[config.mk]
export PLATFORM = sky130hd
export DESIGN_NAME = flash_host
export DESIGN_NICKNAME = d
export VERILOG_FILES = /design/src/rtl/flash_host_pkg.sv /design/src/rtl/flash_host.sv
export SDC_FILE = /design/constraint.sdc
export NUM_CORES = 1
export LEC_CHECK = 0
export ABC_AREA = 0
export BUFFER_PORTS_ARGS = -buffer_cell sky130_fd_sc_hd__buf_4
export CAP_MARGIN = 20
export CORE_MARGIN = 4
export CORE_UTILIZATION = 29
export CTS_BUF_LIST = sky130_fd_sc_hd__clkbuf_4 sky130_fd_sc_hd__clkbuf_8
export CTS_CLUSTER_DIAMETER = 50
export DETAILED_ROUTE_END_ITERATION = 8
export HOLD_SLACK_MARGIN = 0.03
export PLACE_DENSITY = 0.56
export SYNTH_ARGS = -nofsm -noshare
export SYNTH_HDL_FRONTEND = slang
export SYNTH_SLANG_ARGS = --single-unit
[constraint.sdc]
create_clock -name sys_clk -period 2.4 [get_ports sys_clk]
set_input_delay 0.48 -clock sys_clk [delete_from_list [all_inputs] [get_ports sys_clk]]
set_output_delay 0.48 -clock sys_clk [all_outputs]
set_load 0.005 [all_outputs]
[src/rtl/flash_host_pkg.sv]
// constants and types for the parallel flash bus host
package flash_host_pkg;
  // bus widths
  localparam int ADDR_W = 20;
  localparam int DATA_W = 16;
  localparam int BYTE_W = 8;
  // address bits that select protect or unprotect, and the data pin that carries the byte address
  localparam int PROT_SEL_BIT = 6;
  localparam int PROT_HI_BIT = 1;
  localparam int PROT_LO_BIT = 0;
  localparam int TOP_DQ_BIT = 15;
  // clock period and device timing, in ns
  localparam int CLK_PERIOD_NS = 4;
  localparam int T_ACC_NS = 90;
  localparam int T_OE_NS = 25;
  localparam int T_WP_NS = 35;
  localparam int T_WPH_NS = 30;
  localparam int T_RP_NS = 500;
  localparam int T_RH_NS = 50;
  localparam int T_PROT_NS = 1000;
  // cycle counts: least times rounded up
  localparam int ACC_CYC = (T_ACC_NS + CLK_PERIOD_NS - 1) / CLK_PERIOD_NS;
  localparam int WP_CYC = (T_WP_NS + CLK_PERIOD_NS - 1) / CLK_PERIOD_NS;
  localparam int WPH_CYC = (T_WPH_NS + CLK_PERIOD_NS - 1) / CLK_PERIOD_NS;
  localparam int RP_CYC = (T_RP_NS + CLK_PERIOD_NS - 1) / CLK_PERIOD_NS;
  localparam int RH_CYC = (T_RH_NS + CLK_PERIOD_NS - 1) / CLK_PERIOD_NS;
  localparam int PROT_CYC = (T_PROT_NS + CLK_PERIOD_NS - 1) / CLK_PERIOD_NS;
  localparam int CNT_W = 9;
  // request opcodes
  localparam logic [1:0] OP_READ = 2'h0;
  localparam logic [1:0] OP_WRITE = 2'h1;
  localparam logic [1:0] OP_PROTECT = 2'h2;
  localparam logic [1:0] OP_UNPROTECT = 2'h3;
  // sequencer states, gray along idle-setup-strobe-recover
  typedef enum logic [2:0] {
    ST_IDLE = 3'h0,
    ST_SETUP = 3'h1,
    ST_STROBE = 3'h3,
    ST_RECOVER = 3'h2,
    ST_RESET = 3'h6,
    ST_RESUME = 3'h7
  } state_t;
endpackage

[src/rtl/flash_host.sv]
// host sequencer that drives the parallel flash through its pins
`timescale 1ns/1ps
module flash_host
  import flash_host_pkg::*;
(
  // clock and reset
  input wire logic sys_clk,
  input wire logic nrst,
  // user request
  input wire logic req_valid,
  output logic req_ready,
  input wire logic [1:0] req_op,
  input wire logic [ADDR_W-1:0] req_addr,
  input wire logic req_low_byte,
  input wire logic [DATA_W-1:0] req_wdata,
  input wire logic byte_mode,
  input wire logic flash_reset_req,
  // user answer
  output logic rsp_valid,
  output logic [DATA_W-1:0] rsp_rdata,
  // flash pins
  output logic [ADDR_W-1:0] addr,
  input wire logic [DATA_W-1:0] dq_in,
  output logic [DATA_W-1:0] dq_out,
  output logic [DATA_W-1:0] dq_oe_n,
  output logic chip_sel_n,
  output logic out_en_n,
  output logic wr_en_n,
  output logic flash_rst_n,
  output logic high_voltage_level,
  output logic byte_word_sel
);
  state_t state;
  state_t next_state;
  logic [CNT_W-1:0] cnt;
  logic [1:0] op;
  logic was_standby;
  logic [DATA_W-1:0] dq_meta;
  logic [DATA_W-1:0] dq_sync;
  logic [DATA_W-1:0] next_rdata;
  logic [DATA_W-1:0] drive_mask;
  logic [CNT_W-1:0] strobe_len;
  wire is_read = (op == OP_READ);
  wire is_prot = (op == OP_PROTECT) || (op == OP_UNPROTECT);
  wire cnt_done = (cnt == '0);
  wire take = req_valid && req_ready;
  wire driving = (state == ST_SETUP || state == ST_STROBE) && !is_read;

  // two flops on the data pins since they come from outside the clock domain
  always_ff @(posedge sys_clk)
  begin
    dq_meta <= dq_in;
    dq_sync <= dq_meta;
  end

  // read strobe covers access time plus the two sync flops
  assign strobe_len = is_read ? CNT_W'(ACC_CYC + 2) : (is_prot ? CNT_W'(PROT_CYC) : CNT_W'(WP_CYC));
  assign req_ready = (state == ST_IDLE) && !flash_reset_req;

  // next state
  always_comb
  begin
    next_state = state;
    case (state)
      ST_IDLE:
        if (flash_reset_req) next_state = ST_RESET;
        else if (req_valid) next_state = ST_SETUP;
      ST_SETUP: next_state = ST_STROBE;
      ST_STROBE: if (cnt_done) next_state = ST_RECOVER;
      ST_RECOVER: if (cnt_done) next_state = ST_IDLE;
      ST_RESET: if (cnt_done && !flash_reset_req) next_state = ST_RESUME;
      ST_RESUME: if (cnt_done) next_state = ST_IDLE;
      default: next_state = ST_IDLE;
    endcase
  end

  // state, counter and latched request
  always_ff @(posedge sys_clk)
  begin
    if (!nrst)
    begin
      state <= ST_IDLE;
      cnt <= '0;
      op <= OP_READ;
      addr <= '0;
      dq_out <= '0;
      byte_word_sel <= 1'b1;
      was_standby <= 1'b1;
    end
    else
    begin
      state <= next_state;
      if (state != next_state)
        case (next_state)
          ST_STROBE: cnt <= strobe_len - CNT_W'(1);
          ST_RECOVER: cnt <= CNT_W'(WPH_CYC - 1);
          ST_RESET: cnt <= CNT_W'(RP_CYC - 1);
          ST_RESUME: cnt <= CNT_W'(RH_CYC - 1);
          default: cnt <= '0;
        endcase
      else if (!cnt_done)
        cnt <= cnt - CNT_W'(1);
      if (take)
      begin
        op <= req_op;
        addr <= req_addr;
        byte_word_sel <= !byte_mode;
        dq_out <= req_wdata;
        if (byte_mode)
          dq_out[TOP_DQ_BIT] <= req_low_byte;
        if (req_op == OP_PROTECT || req_op == OP_UNPROTECT)
        begin
          addr[PROT_SEL_BIT] <= (req_op == OP_UNPROTECT);
          addr[PROT_HI_BIT] <= 1'b1;
          addr[PROT_LO_BIT] <= 1'b0;
        end
      end
      if (state == ST_STROBE) was_standby <= 1'b0;
      else if (state == ST_RESET) was_standby <= 1'b1;
    end
  end

  // pin levels from state
  assign chip_sel_n = !(state == ST_SETUP || state == ST_STROBE);
  assign out_en_n = !(state == ST_STROBE && is_read);
  // one bus cycle per write request, so a bypass program is two requests
  assign wr_en_n = !(state == ST_STROBE && !is_read);
  assign flash_rst_n = !(state == ST_RESET);
  assign high_voltage_level = is_prot && (state == ST_SETUP || state == ST_STROBE);
  // byte mode keeps pin fifteen as address during any access; rest float on read
  assign drive_mask = byte_word_sel ? {DATA_W{driving}}
    : {1'b1, {(DATA_W-BYTE_W-1){1'b0}}, {BYTE_W{driving}}};
  assign dq_oe_n = ~drive_mask;

  // capture at strobe end; byte mode keeps only the low byte
  assign next_rdata = byte_word_sel ? dq_sync : {{(DATA_W-BYTE_W){1'b0}}, dq_sync[BYTE_W-1:0]};

  always_ff @(posedge sys_clk)
  begin
    if (!nrst)
    begin
      rsp_valid <= 1'b0;
      rsp_rdata <= '0;
    end
    else
    begin
      rsp_valid <= (state == ST_STROBE) && cnt_done && is_read;
      if ((state == ST_STROBE) && cnt_done && is_read)
        rsp_rdata <= next_rdata;
    end
  end
endmodule // flash_host

==> metrics.csv, run 1 <==
metric,value,unit
type of the worst min-delay path,primary input to flop,
Crit Path Max Fanout,9,
cell area after placement,4740,sq um
pin count of the biggest net entering global routing,41,
Die Y,120,microns
"Data required, critical path",1.92,ns
nets@finish,598,
First DRT Iteration DRCs,145,
clock network fraction of design power,0.248,
Final Critical Period,2.20,ns
Routed Antenna Nets,0,
leak pwr,2.04,nW
Final Cell Area,4910,sq um
type of origin of the critical path,flop,
starting density of the core,0.300,
Worst Hold Path EP,dq_meta[6]$_DFF_P_,
half-perimeter wire length after placement,7190,microns
clock buffers created by TritonCTS,9,
Pins Over Slew Limit,0,
FMAX,454,MHz
headroom to the max-slew limit,0.622,
CTS sink cnt,100,
Boundary Pins,136,
transition time at the pin with the least slew margin,0.567,ns
pwr dens,791,nW/um^2
clock insertion delay at the later pin of the skew report,0.36,ns
routed length per placed instance,13.7,microns
total detailed-routing wirelength,9670,microns
synthesized net count,483,
capture point of the worst reg-to-reg path,cnt[2]$_SDFFE_PN0P_,
synthesized cell area,3660,sq um
worst reg-to-reg setup slack,0.31,ns
setup TNS,0,ns
die area,14500,sq um
peak supply drop,0.428,mV
Worst Path Arrival,1.72,ns
Yosys warning total,0,
Cells on Worst Hold Path,1,
setup repair after global routing missed its margin,false,
Crit Path Category,flop to primary output,
number of standard cells after synthesis,420,
Clock transition at path regs,0.10,ns
total via count in the routed design,3159,
number of placement rows,40,
proportion of layout cells with a drive suffix above 1,0.314,
final-layout fill cell count,1306,
internal cell power,2.64,mW
Final Skew,0.00890,ns
CTS tree,yes,
sequential area share after synthesis,0.546,
hold buffer count at cts,0,
gpl congestion,0.894,
via count of the first global-routing pass,3105,
Chip Width,120,microns
part of the total power dissipated in combinational logic,0.255,
antenna violations before repair,0,
sequential power share,0.497,
worst-case clock buffer depth,2,
final period utilization,0.917,
first-pass GRT wire length,15300,microns
"FF+latch count, synth",100,
outcome,finished clean,
utilization after layout,0.402,
count of distinct cell types in the synthesized netlist,45,
First-pass DRT Iterations,4,
clock tree root buffer cell,clkbuf_8,
count of max-cap constraint violations,0,
overall fraction of global-route tracks in use,0.132,
Std-Cell Core Area,12200,sq um
DRC violations left,0,
Inserted Diodes,0,
detail-routed via count per cell,4.47,
Critical R2R Launch,cnt[0]$_SDFFE_PN0P_,
total number of H-tree levels,3,
hold wc startpoint,dq_in[6],
switching power as a share of total power,0.322,
switching component of the power,1.25,mW
mean instance size in the synthesized netlist,8.73,sq um
length in cells of the worst reg-to-reg path,7,
total grt overflow,0,
"Hold Vio Cnt, Final",0,
critical path endpoint category,primary output,
number of buffers inserted by port buffering,135,
count of endpoints failing setup in the final report,0,
Synth-to-Final Area Change,34.0,%
[power by group through the flow]
stage	combinational [mW]	sequential (mW)	clock (mW)
5_1_grt	1.10	1.96	1.07
4_1_cts	0.997	1.93	1.01
3_3_place_gp	0.986	1.96	0
3_5_place_dp	0.990	1.97	0
6_report	0.989	1.93	0.964
2_1_floorplan	0.674	1.94	0
[per-layer routing]
metal	share of wire	track usage
met1	0.44	0.163
met2	0.47	0.212
met3	0.081	0.0538
met4	0.014	0.0382
met5	0	0
[layout by cell type (no fill, tap or decap), types with 2 or more instances in the layout]
cell / n
a21o_1: 2
nand3_1: 13
dfxtp_1: 100
a31oi_1: 3
a211oi_1: 3
nor2_1: 21
a21oi_1: 66
nor3_1: 6
nand2b_1: 2
ha_1: 3
buf_4: 142
o21ai_0: 5
inv_1: 7
clkinvlp_4: 2
xor2_1: 2
clkbuf_8: 9
inv_2: 2
nand2_1: 113
nor4_1: 2
mux2i_1: 3
xnor2_1: 2
nand4_1: 2
inv_6: 3
or2_2: 2
[state kept, by name, summed over array words and instances, names as in the netlist]
| name | cells |
|---|---|
| addr | 20 |
| byte_word_sel | 1 |
| cnt | 9 |
| dq_meta | 16 |
| dq_out | 16 |
| dq_sync | 16 |
| op | 2 |
| rsp_rdata | 16 |
| rsp_valid | 1 |
| state | 3 |
[worst max-delay path, cell delays in order, from the launching register on]
cell,delay [ns]
dfxtp_1,0.39
nor2b_2,0.21
inv_1,0.13
nor2_1,0.22
inv_2,0.11
and2_1,0.17
buf_4,0.13
[per-stage QoR]
stage | power (mW) | cells | setup WS, ns | hold WS (ns)
2_1_floorplan | 2.61 | 420 | 0.659 | 0.310
3_3_place_gp | 2.95 | 692 | 0.407 | 0.312
3_5_place_dp | 2.96 | 692 | 0.319 | 0.312
4_1_cts | 3.94 | 707 | 0.0311 | 0.191
5_1_grt | 4.13 | 707 | 0.0217 | 0.180
6_report | 3.89 | 707 | 0.198 | 0.213
[cells by family (layout without fill, tap and decap cells)]
group                    Yosys count  count (layout)  synth area share
AO/OA/AOI/OAI                     91              91             0.150
AND/OR/NAND/NOR                  171             171             0.206
XOR/XNOR                           4               4           0.00956
buffers and inverters             48             167            0.0700
adder cells (fa/ha/maj)            3               3            0.0102
multiplexers                       3               3           0.00819
flip-flops                       100             100             0.546
[synth_stat cells]
cell type | count | area share
a2111oi_0 | 1 | 0.0024
a2111oi_4 | 1 | 0.0075
a211oi_1 | 3 | 0.0061
a21o_1 | 2 | 0.0041
a21oi_1 | 66 | 0.090
a221oi_1 | 1 | 0.0024
a22oi_1 | 1 | 0.0020
a31oi_1 | 3 | 0.0051
a32o_1 | 1 | 0.0027
a32oi_1 | 1 | 0.0024
a41oi_4 | 1 | 0.0075
and2_1 | 1 | 0.0017
and2_4 | 1 | 0.0024
and3_1 | 1 | 0.0017
buf_2 | 7 | 0.0096
buf_4 | 14 | 0.029
buf_6 | 2 | 0.0061
clkbuf_1 | 16 | 0.016
clkinv_1 | 1 | 0.0010
dfxtp_1 | 100 | 0.55
ha_1 | 3 | 0.010
inv_1 | 8 | 0.0082
mux2i_1 | 3 | 0.0082
nand2_1 | 113 | 0.12
nand2b_1 | 2 | 0.0034
nand3_1 | 13 | 0.018
nand3b_1 | 1 | 0.0020
nand4_1 | 2 | 0.0034
nor2_1 | 21 | 0.022
nor2_4 | 1 | 0.0031
nor2b_1 | 2 | 0.0034
nor3_1 | 6 | 0.0082
nor4_1 | 2 | 0.0034
nor4_4 | 1 | 0.0058
nor4b_4 | 1 | 0.0065
o211a_1 | 1 | 0.0027
o211ai_1 | 1 | 0.0020
o21a_1 | 1 | 0.0020
o21ai_0 | 5 | 0.0068
o22ai_1 | 1 | 0.0017
o31a_1 | 1 | 0.0024
or2_2 | 2 | 0.0034
or4_1 | 1 | 0.0020
xnor2_1 | 2 | 0.0048
xor2_1 | 2 | 0.0048
[how the worst max path moves through the flow]
stage                                    from                   to  slack (ns)  cells past startpoint
after floorplan           cnt[0]$_SDFFE_PN0P_  cnt[0]$_SDFFE_PN0P_        0.66                      8
after global placement    cnt[0]$_SDFFE_PN0P_  cnt[2]$_SDFFE_PN0P_        0.41                      7
after detailed placement  cnt[0]$_SDFFE_PN0P_  cnt[2]$_SDFFE_PN0P_        0.32                      7
after CTS                 state[2]$_SDFF_PN0_          dq_oe_n[15]        0.03                      6
after global routing      state[2]$_SDFF_PN0_          dq_oe_n[15]        0.02                      6
final                     state[2]$_SDFF_PN0_          dq_oe_n[15]        0.20                      6
[cell type report]
class / instances / area, sq um / share of cell area
sequential: 100 / 2000 / 0.408
multi-input combinational: 272 / 1410 / 0.287
timing repair buffer: 143 / 1090 / 0.221
tap: 168 / 210 / 0.0428
clock buffer: 9 / 124 / 0.0252
clock inverter: 6 / 46.3 / 0.00943
inverter: 9 / 33.8 / 0.00688
[repair_timing]
item / 4_1_cts / 5_1_grt
resized for setup: 0 / 2
setup endpoints to repair: 0 / 8
buffers inserted: 0 / 0
Note: power is estimated with default switching activity, not from simulation.
==> inputs of run 2 (changes only) <==
--- a/config.mk
+++ b/config.mk
@@ -6,15 +6,15 @@
 export NUM_CORES = 1
 export LEC_CHECK = 0
 export ABC_AREA = 0
-export BUFFER_PORTS_ARGS = -buffer_cell sky130_fd_sc_hd__buf_4
 export CAP_MARGIN = 20
 export CORE_MARGIN = 4
 export CORE_UTILIZATION = 29
 export CTS_BUF_LIST = sky130_fd_sc_hd__clkbuf_4 sky130_fd_sc_hd__clkbuf_8
 export CTS_CLUSTER_DIAMETER = 50
 export DETAILED_ROUTE_END_ITERATION = 8
+export DONT_BUFFER_PORTS = 1
 export HOLD_SLACK_MARGIN = 0.03
-export PLACE_DENSITY = 0.56
+export PLACE_DENSITY = 0.47
 export SYNTH_ARGS = -nofsm -noshare
 export SYNTH_HDL_FRONTEND = slang
 export SYNTH_SLANG_ARGS = --single-unit
==> metrics.csv, run 2 (synthesis gave the netlist of run 1 again) <==
metric,value,unit,change
outcome,finished clean,,
routed length per placed instance,14.9,microns,+8.8%
first-pass GRT wire length,13300,microns,-13%
type of origin of the critical path,flop,,
antenna violations before repair,0,,unchanged
Final Critical Period,2.17,ns,-0.0360 ns
critical path endpoint category,primary output,,
leak pwr,1.41,nW,-31%
Crit Path Category,flop to primary output,,
starting density of the core,0.300,,unchanged
Synth-to-Final Area Change,7.85,%,
pwr dens,981,nW/um^2,+24%
die area,14500,sq um,unchanged
setup TNS,0,ns,unchanged
number of buffers inserted by port buffering,0,,-100%
pin count of the biggest net entering global routing,39,,-4.9%
clock buffers created by TritonCTS,9,,unchanged
"leading cell types in the layout, fill and taps excluded","nand2_1 (113), dfxtp_1 (99), a21oi_1 (66)",,
most common library cell in the layout ignoring fill and taps,nand2_1,,
count of endpoints failing setup in the final report,0,,unchanged
final period utilization,0.902,,-0.0150
Inserted Diodes,0,,unchanged
hold buffer count at cts,0,,unchanged
# placed instances,559,,-19%
Die Y,120,microns,unchanged
CTS tree,yes,,
buffer count from post-CTS setup fixing,0,,unchanged
Pins Over Slew Limit,0,,unchanged
Std-Cell Core Area,12200,sq um,unchanged
total grt overflow,0,,unchanged
nets@finish,465,,-22%
DRC violations left,0,,unchanged
clock insertion delay at the later pin of the skew report,0.37,ns,about the same
count of max-cap constraint violations,0,,unchanged
total number of H-tree levels,3,,unchanged
number of flip-flops under the largest register name,20,,unchanged
Crit Path Max Fanout,12,,+3
Chip Width,120,microns,unchanged
half-perimeter wire length after placement,6180,microns,-14%
Worst Path Arrival,1.69,ns,-0.03 ns
Final Cell Area,3950,sq um,-20%
Boundary Pins,136,,unchanged
Routed Antenna Nets,0,,unchanged
proportion of layout cells with a drive suffix above 1,0.0909,,-0.223
clock tree root buffer cell,clkbuf_8,,
worst-case clock buffer depth,2,,unchanged
total via count in the routed design,2665,,-16%
via count of the first global-routing pass,2498,,-20%
worst reg-to-reg setup slack,0.32,ns,about the same
cell area after placement,3740,sq um,-21%
First-pass DRT Iterations,4,,unchanged
total detailed-routing wirelength,8560,microns,-12%
"Data required, critical path",1.92,ns,about the same
final-layout fill cell count,1299,,-0.54%
Final Skew,0.0117,ns,+0.00275 ns
type of the worst min-delay path,primary input to flop,,
overall fraction of global-route tracks in use,0.118,,-0.0135
headroom to the max-slew limit,0.569,,-0.0525
transition time at the pin with the least slew margin,0.646,ns,+0.0796 ns
post-cts sizing count,1,,+1
"count of placed standard cells in the final layout, fillers left out",575,,-19%
FMAX,462,MHz,+1.7%
detail-routed via count per cell,4.63,,+3.7%
First DRT Iteration DRCs,151,,+4.1%
Top reg by flops,addr,,
peak supply drop,0.646,mV,+51%
Clock transition at path regs,0.10,ns,about the same
setup repair after global routing missed its margin,false,,
"Hold Vio Cnt, Final",0,,unchanged
gpl congestion,0.856,,-4.2%
number of placement rows,40,,unchanged
CTS sink cnt,100,,unchanged
## run 2: area by class of cell
class,count,area [sq um],area share
inverter,9,33.8,0.00855
sequential,100,2000,0.507
tap,168,210,0.0532
clock inverter,4,56.3,0.0142
clock buffer,12,153,0.0386
timing repair buffer,10,87.6,0.0222
multi-input combinational,272,1410,0.356
## run 2: path summary, 6_finish.rpt
check / start / endpoint / cells past startpoint
hold reg to reg: dq_meta[3]$_DFF_P_ / dq_sync[3]$_DFF_P_ / 0
hold / removal: dq_in[10] / dq_meta[10]$_DFF_P_ / 0
setup reg to reg: cnt[4]$_SDFFE_PN0P_ / cnt[2]$_SDFFE_PN0P_ / 5
setup / recovery: state[2]$_SDFF_PN0_ / dq_oe_n[10] / 4
## run 2: stage by stage
stage	setup WS, ns	util	total power, mW	hold WS, ns
finish	0.234	0.324	3.88	0.123
global route	0.0595	0.324	4.12	0.0715
floorplan	0.659	-	2.61	0.310
global placement	0.360	0.306	2.80	0.311
CTS	0.126	0.323	3.95	0.0808
detailed placement	0.343	0.306	2.81	0.312
## run 2: metal layers
| metal | GRT usage | share of wire | up-vias |
|---|---|---|---|
| met5 | 0 | 0 | - |
| met2 | 0.179 | 0.46 | 100 |
| met3 | 0.0650 | 0.10 | 11 |
| met1 | 0.139 | 0.42 | 1206 |
| met4 | 0.0496 | 0.021 | 0 |
| li1 | - | - | 1348 |
## run 2: critical path, stage by stage, from the launching register on
cell and delay (ns):
dfxtp_1 0.64, nor2b_2 0.12, inv_1 0.17, nor2_1 0.10, nand2_1 0.28
## run 2: where the power goes
group	internal, mW	switching, mW	total (mW)
combinational	0.343	0.480	0.824
sequential	1.80	0.146	1.94
clock	0.542	0.569	1.11
==> inputs of run 3 (changes only) <==
--- a/config.mk
+++ b/config.mk
@@ -5,7 +5,7 @@
 export SDC_FILE = /design/constraint.sdc
 export NUM_CORES = 1
 export LEC_CHECK = 0
-export ABC_AREA = 0
+export ABC_AREA = 1
 export CAP_MARGIN = 20
 export CORE_MARGIN = 4
 export CORE_UTILIZATION = 29
==> metrics.csv, run 3 <==
metric,value,unit,change
Boundary Pins,136,,unchanged
final-layout fill cell count,1359,,+4.6%
most instantiated library cell after synthesis,nor2_1,,
switching power as a share of total power,0.414,,+0.106
number of placement rows,41,,+2.5%
CTS tree,yes,,
switching component of the power,2.25,mW,+88%
CTS sink cnt,100,,unchanged
clock insertion delay at the later pin of the skew report,0.38,ns,about the same
Die Y,124,microns,+2.7%
Routed Antenna Nets,0,,unchanged
clock network fraction of design power,0.217,,-0.069
number of buffers inserted by port buffering,0,,unchanged
transition time at the pin with the least slew margin,0.627,ns,-0.0188 ns
Crit Path Category,flop to primary output,,
total via count in the routed design,2754,,+3.3%
"FF+latch count, synth",100,,unchanged
detail-routed via count per cell,4.44,,-4.2%
First-pass DRT Iterations,4,,unchanged
peak supply drop,0.428,mV,-34%
headroom to the max-slew limit,0.581,,+0.0121
antenna violations before repair,0,,unchanged
"leading cell types in the layout, fill and taps excluded","nor2_1 (100), dfxtp_1 (99), o21ai_0 (50)",,
count of distinct cell types in the synthesized netlist,37,,-18%
most common library cell in the layout ignoring fill and taps,nor2_1,,
DRC violations left,0,,unchanged
Top reg by flops,addr,,
sequential area share after synthesis,0.516,,-0.0301
sequential power share,0.410,,-0.091
Inserted Diodes,0,,unchanged
total chip power,5.44,mW,+40%
most frequent cells after synthesis,"nor2_1 (101), dfxtp_1 (100), nand2_1 (50), o21ai_0 (50), inv_1 (28)",,
total number of H-tree levels,3,,unchanged
type of origin of the critical path,flop,,
Synth-to-Final Area Change,7.23,%,
Std-Cell Core Area,12900,sq um,+5.4%
Worst Path Arrival,1.67,ns,-0.02 ns
worst-case clock buffer depth,2,,unchanged
biggest area consumer among synthesized cells,dfxtp_1,,
routed length per placed instance,14.6,microns,-1.8%
Yosys warning total,0,,unchanged
nets@finish,506,,+8.8%
part of the total power dissipated in combinational logic,0.374,,+0.162
capture point of the worst reg-to-reg path,rsp_rdata[8]$_SDFFE_PN0P_,,
"Hold Vio Cnt, Final",0,,unchanged
proportion of layout cells with a drive suffix above 1,0.147,,+0.0564
post-route worst setup slack,0.247,ns,+0.0124 ns
synthesized cell area,3880,sq um,+5.8%
gpl congestion,0.778,,-9.1%
via count of the first global-routing pass,2754,,+10%
FMAX,464,MHz,+0.58%
die area,15300,sq um,+5.4%
top area cells in the synthesized netlist,"dfxtp_1 (52%), nor2_1 (9.8%), o21ai_0 (6.5%)",,
placement-stage worst setup slack,0.245,ns,-0.0985 ns
cell area after placement,3920,sq um,+4.7%
Final Skew,0.00735,ns,-0.00431 ns
Async SR Flop Fraction,0,,unchanged
clock buffers created by TritonCTS,9,,unchanged
Clock transition at path regs,0.11,ns,about the same
length in cells of the worst reg-to-reg path,8,,+3
Final Cell Area,4160,sq um,+5.2%
worst reg-to-reg setup slack,0.25,ns,-0.07 ns
Worst Hold Path EP,dq_meta[0]$_DFF_P_,,
clock tree root buffer cell,clkbuf_8,,
internal cell power,3.19,mW,+19%
setup TNS,0,ns,unchanged
Cells on Worst Hold Path,0,,unchanged
leak pwr,1.75,nW,+24%
synthesized net count,524,,+8.5%
outcome,finished clean,,
count of endpoints failing setup in the final report,0,,unchanged
Final Critical Period,2.15,ns,-0.0124 ns
overall fraction of global-route tracks in use,0.126,,+0.00785
First DRT Iteration DRCs,130,,-14%
Pins Over Slew Limit,0,,unchanged
type of the worst min-delay path,primary input to flop,,
pwr dens,1310,nW/um^2,+33%
Crit Path Max Fanout,10,,-2
Critical R2R Launch,state[1]$_SDFF_PN0_,,
Chip Width,124,microns,+2.7%
total grt overflow,0,,unchanged
"Data required, critical path",1.92,ns,about the same
mean instance size in the synthesized netlist,8.41,sq um,-3.6%
setup repair after global routing missed its margin,false,,
number of flip-flops under the largest register name,20,,unchanged
critical path endpoint category,primary output,,
pin count of the biggest net entering global routing,57,,+46%
number of standard cells after synthesis,461,,+9.8%
hold wc startpoint,dq_in[0],,
half-perimeter wire length after placement,6570,microns,+6.3%
total detailed-routing wirelength,9060,microns,+5.9%
Synth Flop Type,dfxtp_1,,
starting density of the core,0.301,,+0.00113
post-synth top area share,0.516,,-0.0301
count of max-cap constraint violations,0,,unchanged
"EDFF count, synth",0,,unchanged
first-pass GRT wire length,14700,microns,+10%
final period utilization,0.897,,-0.00519
## run 3: changes by cell type after synthesis, moves of 7 or more
cell / delta
nand3_2: +9
o21ai_0: +45
nand2_1: -63
a21oi_1: -56
inv_1: +20
nand3_1: +13
nand2_2: +7
nor2_1: +80
## run 3: layout make-up
type / instances / area, sq um / area share
Sequential cell: 100 / 2000 / 0.482
Multi-Input combinational cell: 294 / 1540 / 0.371
Inverter: 32 / 126 / 0.0304
Clock buffer: 9 / 124 / 0.0298
Clock inverter: 7 / 104 / 0.0250
Tap cell: 172 / 215 / 0.0517
Timing Repair Buffer: 6 / 45.0 / 0.0108
## run 3: power groups by stage
stage / clock, mW / combinational, mW / sequential, mW
after CTS: 1.23 / 2.04 / 2.24
after global routing: 1.30 / 2.33 / 2.27
final: 1.18 / 2.03 / 2.23
after global placement: 0 / 2.02 / 2.27
after floorplan: 0 / 1.83 / 2.14
after detailed placement: 0 / 2.03 / 2.28
## run 3: through the flow
stage               cells   util  hold slack [ns]
finish                620  0.323            0.112
global route          620  0.323           0.0701
CTS                   620  0.322           0.0821
detailed placement    604  0.304            0.312
global placement      604  0.304            0.311
floorplan             461      -            0.310
## run 3: how the worst max path moves through the flow
stage | end | from | slack (ns)
after floorplan | cnt[3]$_SDFFE_PN0P_ | cnt[0]$_SDFFE_PN0P_ | 0.70
after global placement | rsp_rdata[13]$_SDFFE_PN0P_ | state[1]$_SDFF_PN0_ | 0.24
after detailed placement | rsp_rdata[8]$_SDFFE_PN0P_ | state[1]$_SDFF_PN0_ | 0.24
after CTS | dq_oe_n[0] | state[0]$_SDFF_PN0_ | 0.13
after global routing | rsp_rdata[10]$_SDFFE_PN0P_ | state[1]$_SDFF_PN0_ | 0.005
final | wr_en_n | state[1]$_SDFF_PN0_ | 0.25
## run 3: timing repair
item | 4_1_cts | 5_1_grt
setup endpoints to repair | 7 | 15
hold buffers | 0 | 0
resized for setup | 2 | 3
buffers inserted | 0 | 0
pin swaps | 0 | 0
## run 3: logic make-up (layout without fill, tap and decap cells)
kind of cell,after synthesis,count (layout),synth area share
AOI/OAI and AO/OA,66,66,0.0894
DFF,100,100,0.516
xor gates and xnor gates,6,6,0.0135
buffers and inverters,67,54,0.0890
adders and majority gates,3,3,0.00968
muxes,1,1,0.00258
and+or+nand+nor,218,218,0.280
## run 3: critical path, cell delays in order, from the launching register on
cell     delay [ns]
dfxtp_1        0.66
nand3_1        0.27
or2_2          0.36
## run 3: layer usage
layer	vias to the layer above	wire length, microns	GRT usage
li1	1414	-	-
met1	1277	3840	0.146
met2	52	4460	0.207
met3	11	589	0.0522
met4	0	165	0.0505
met5	-	0	0
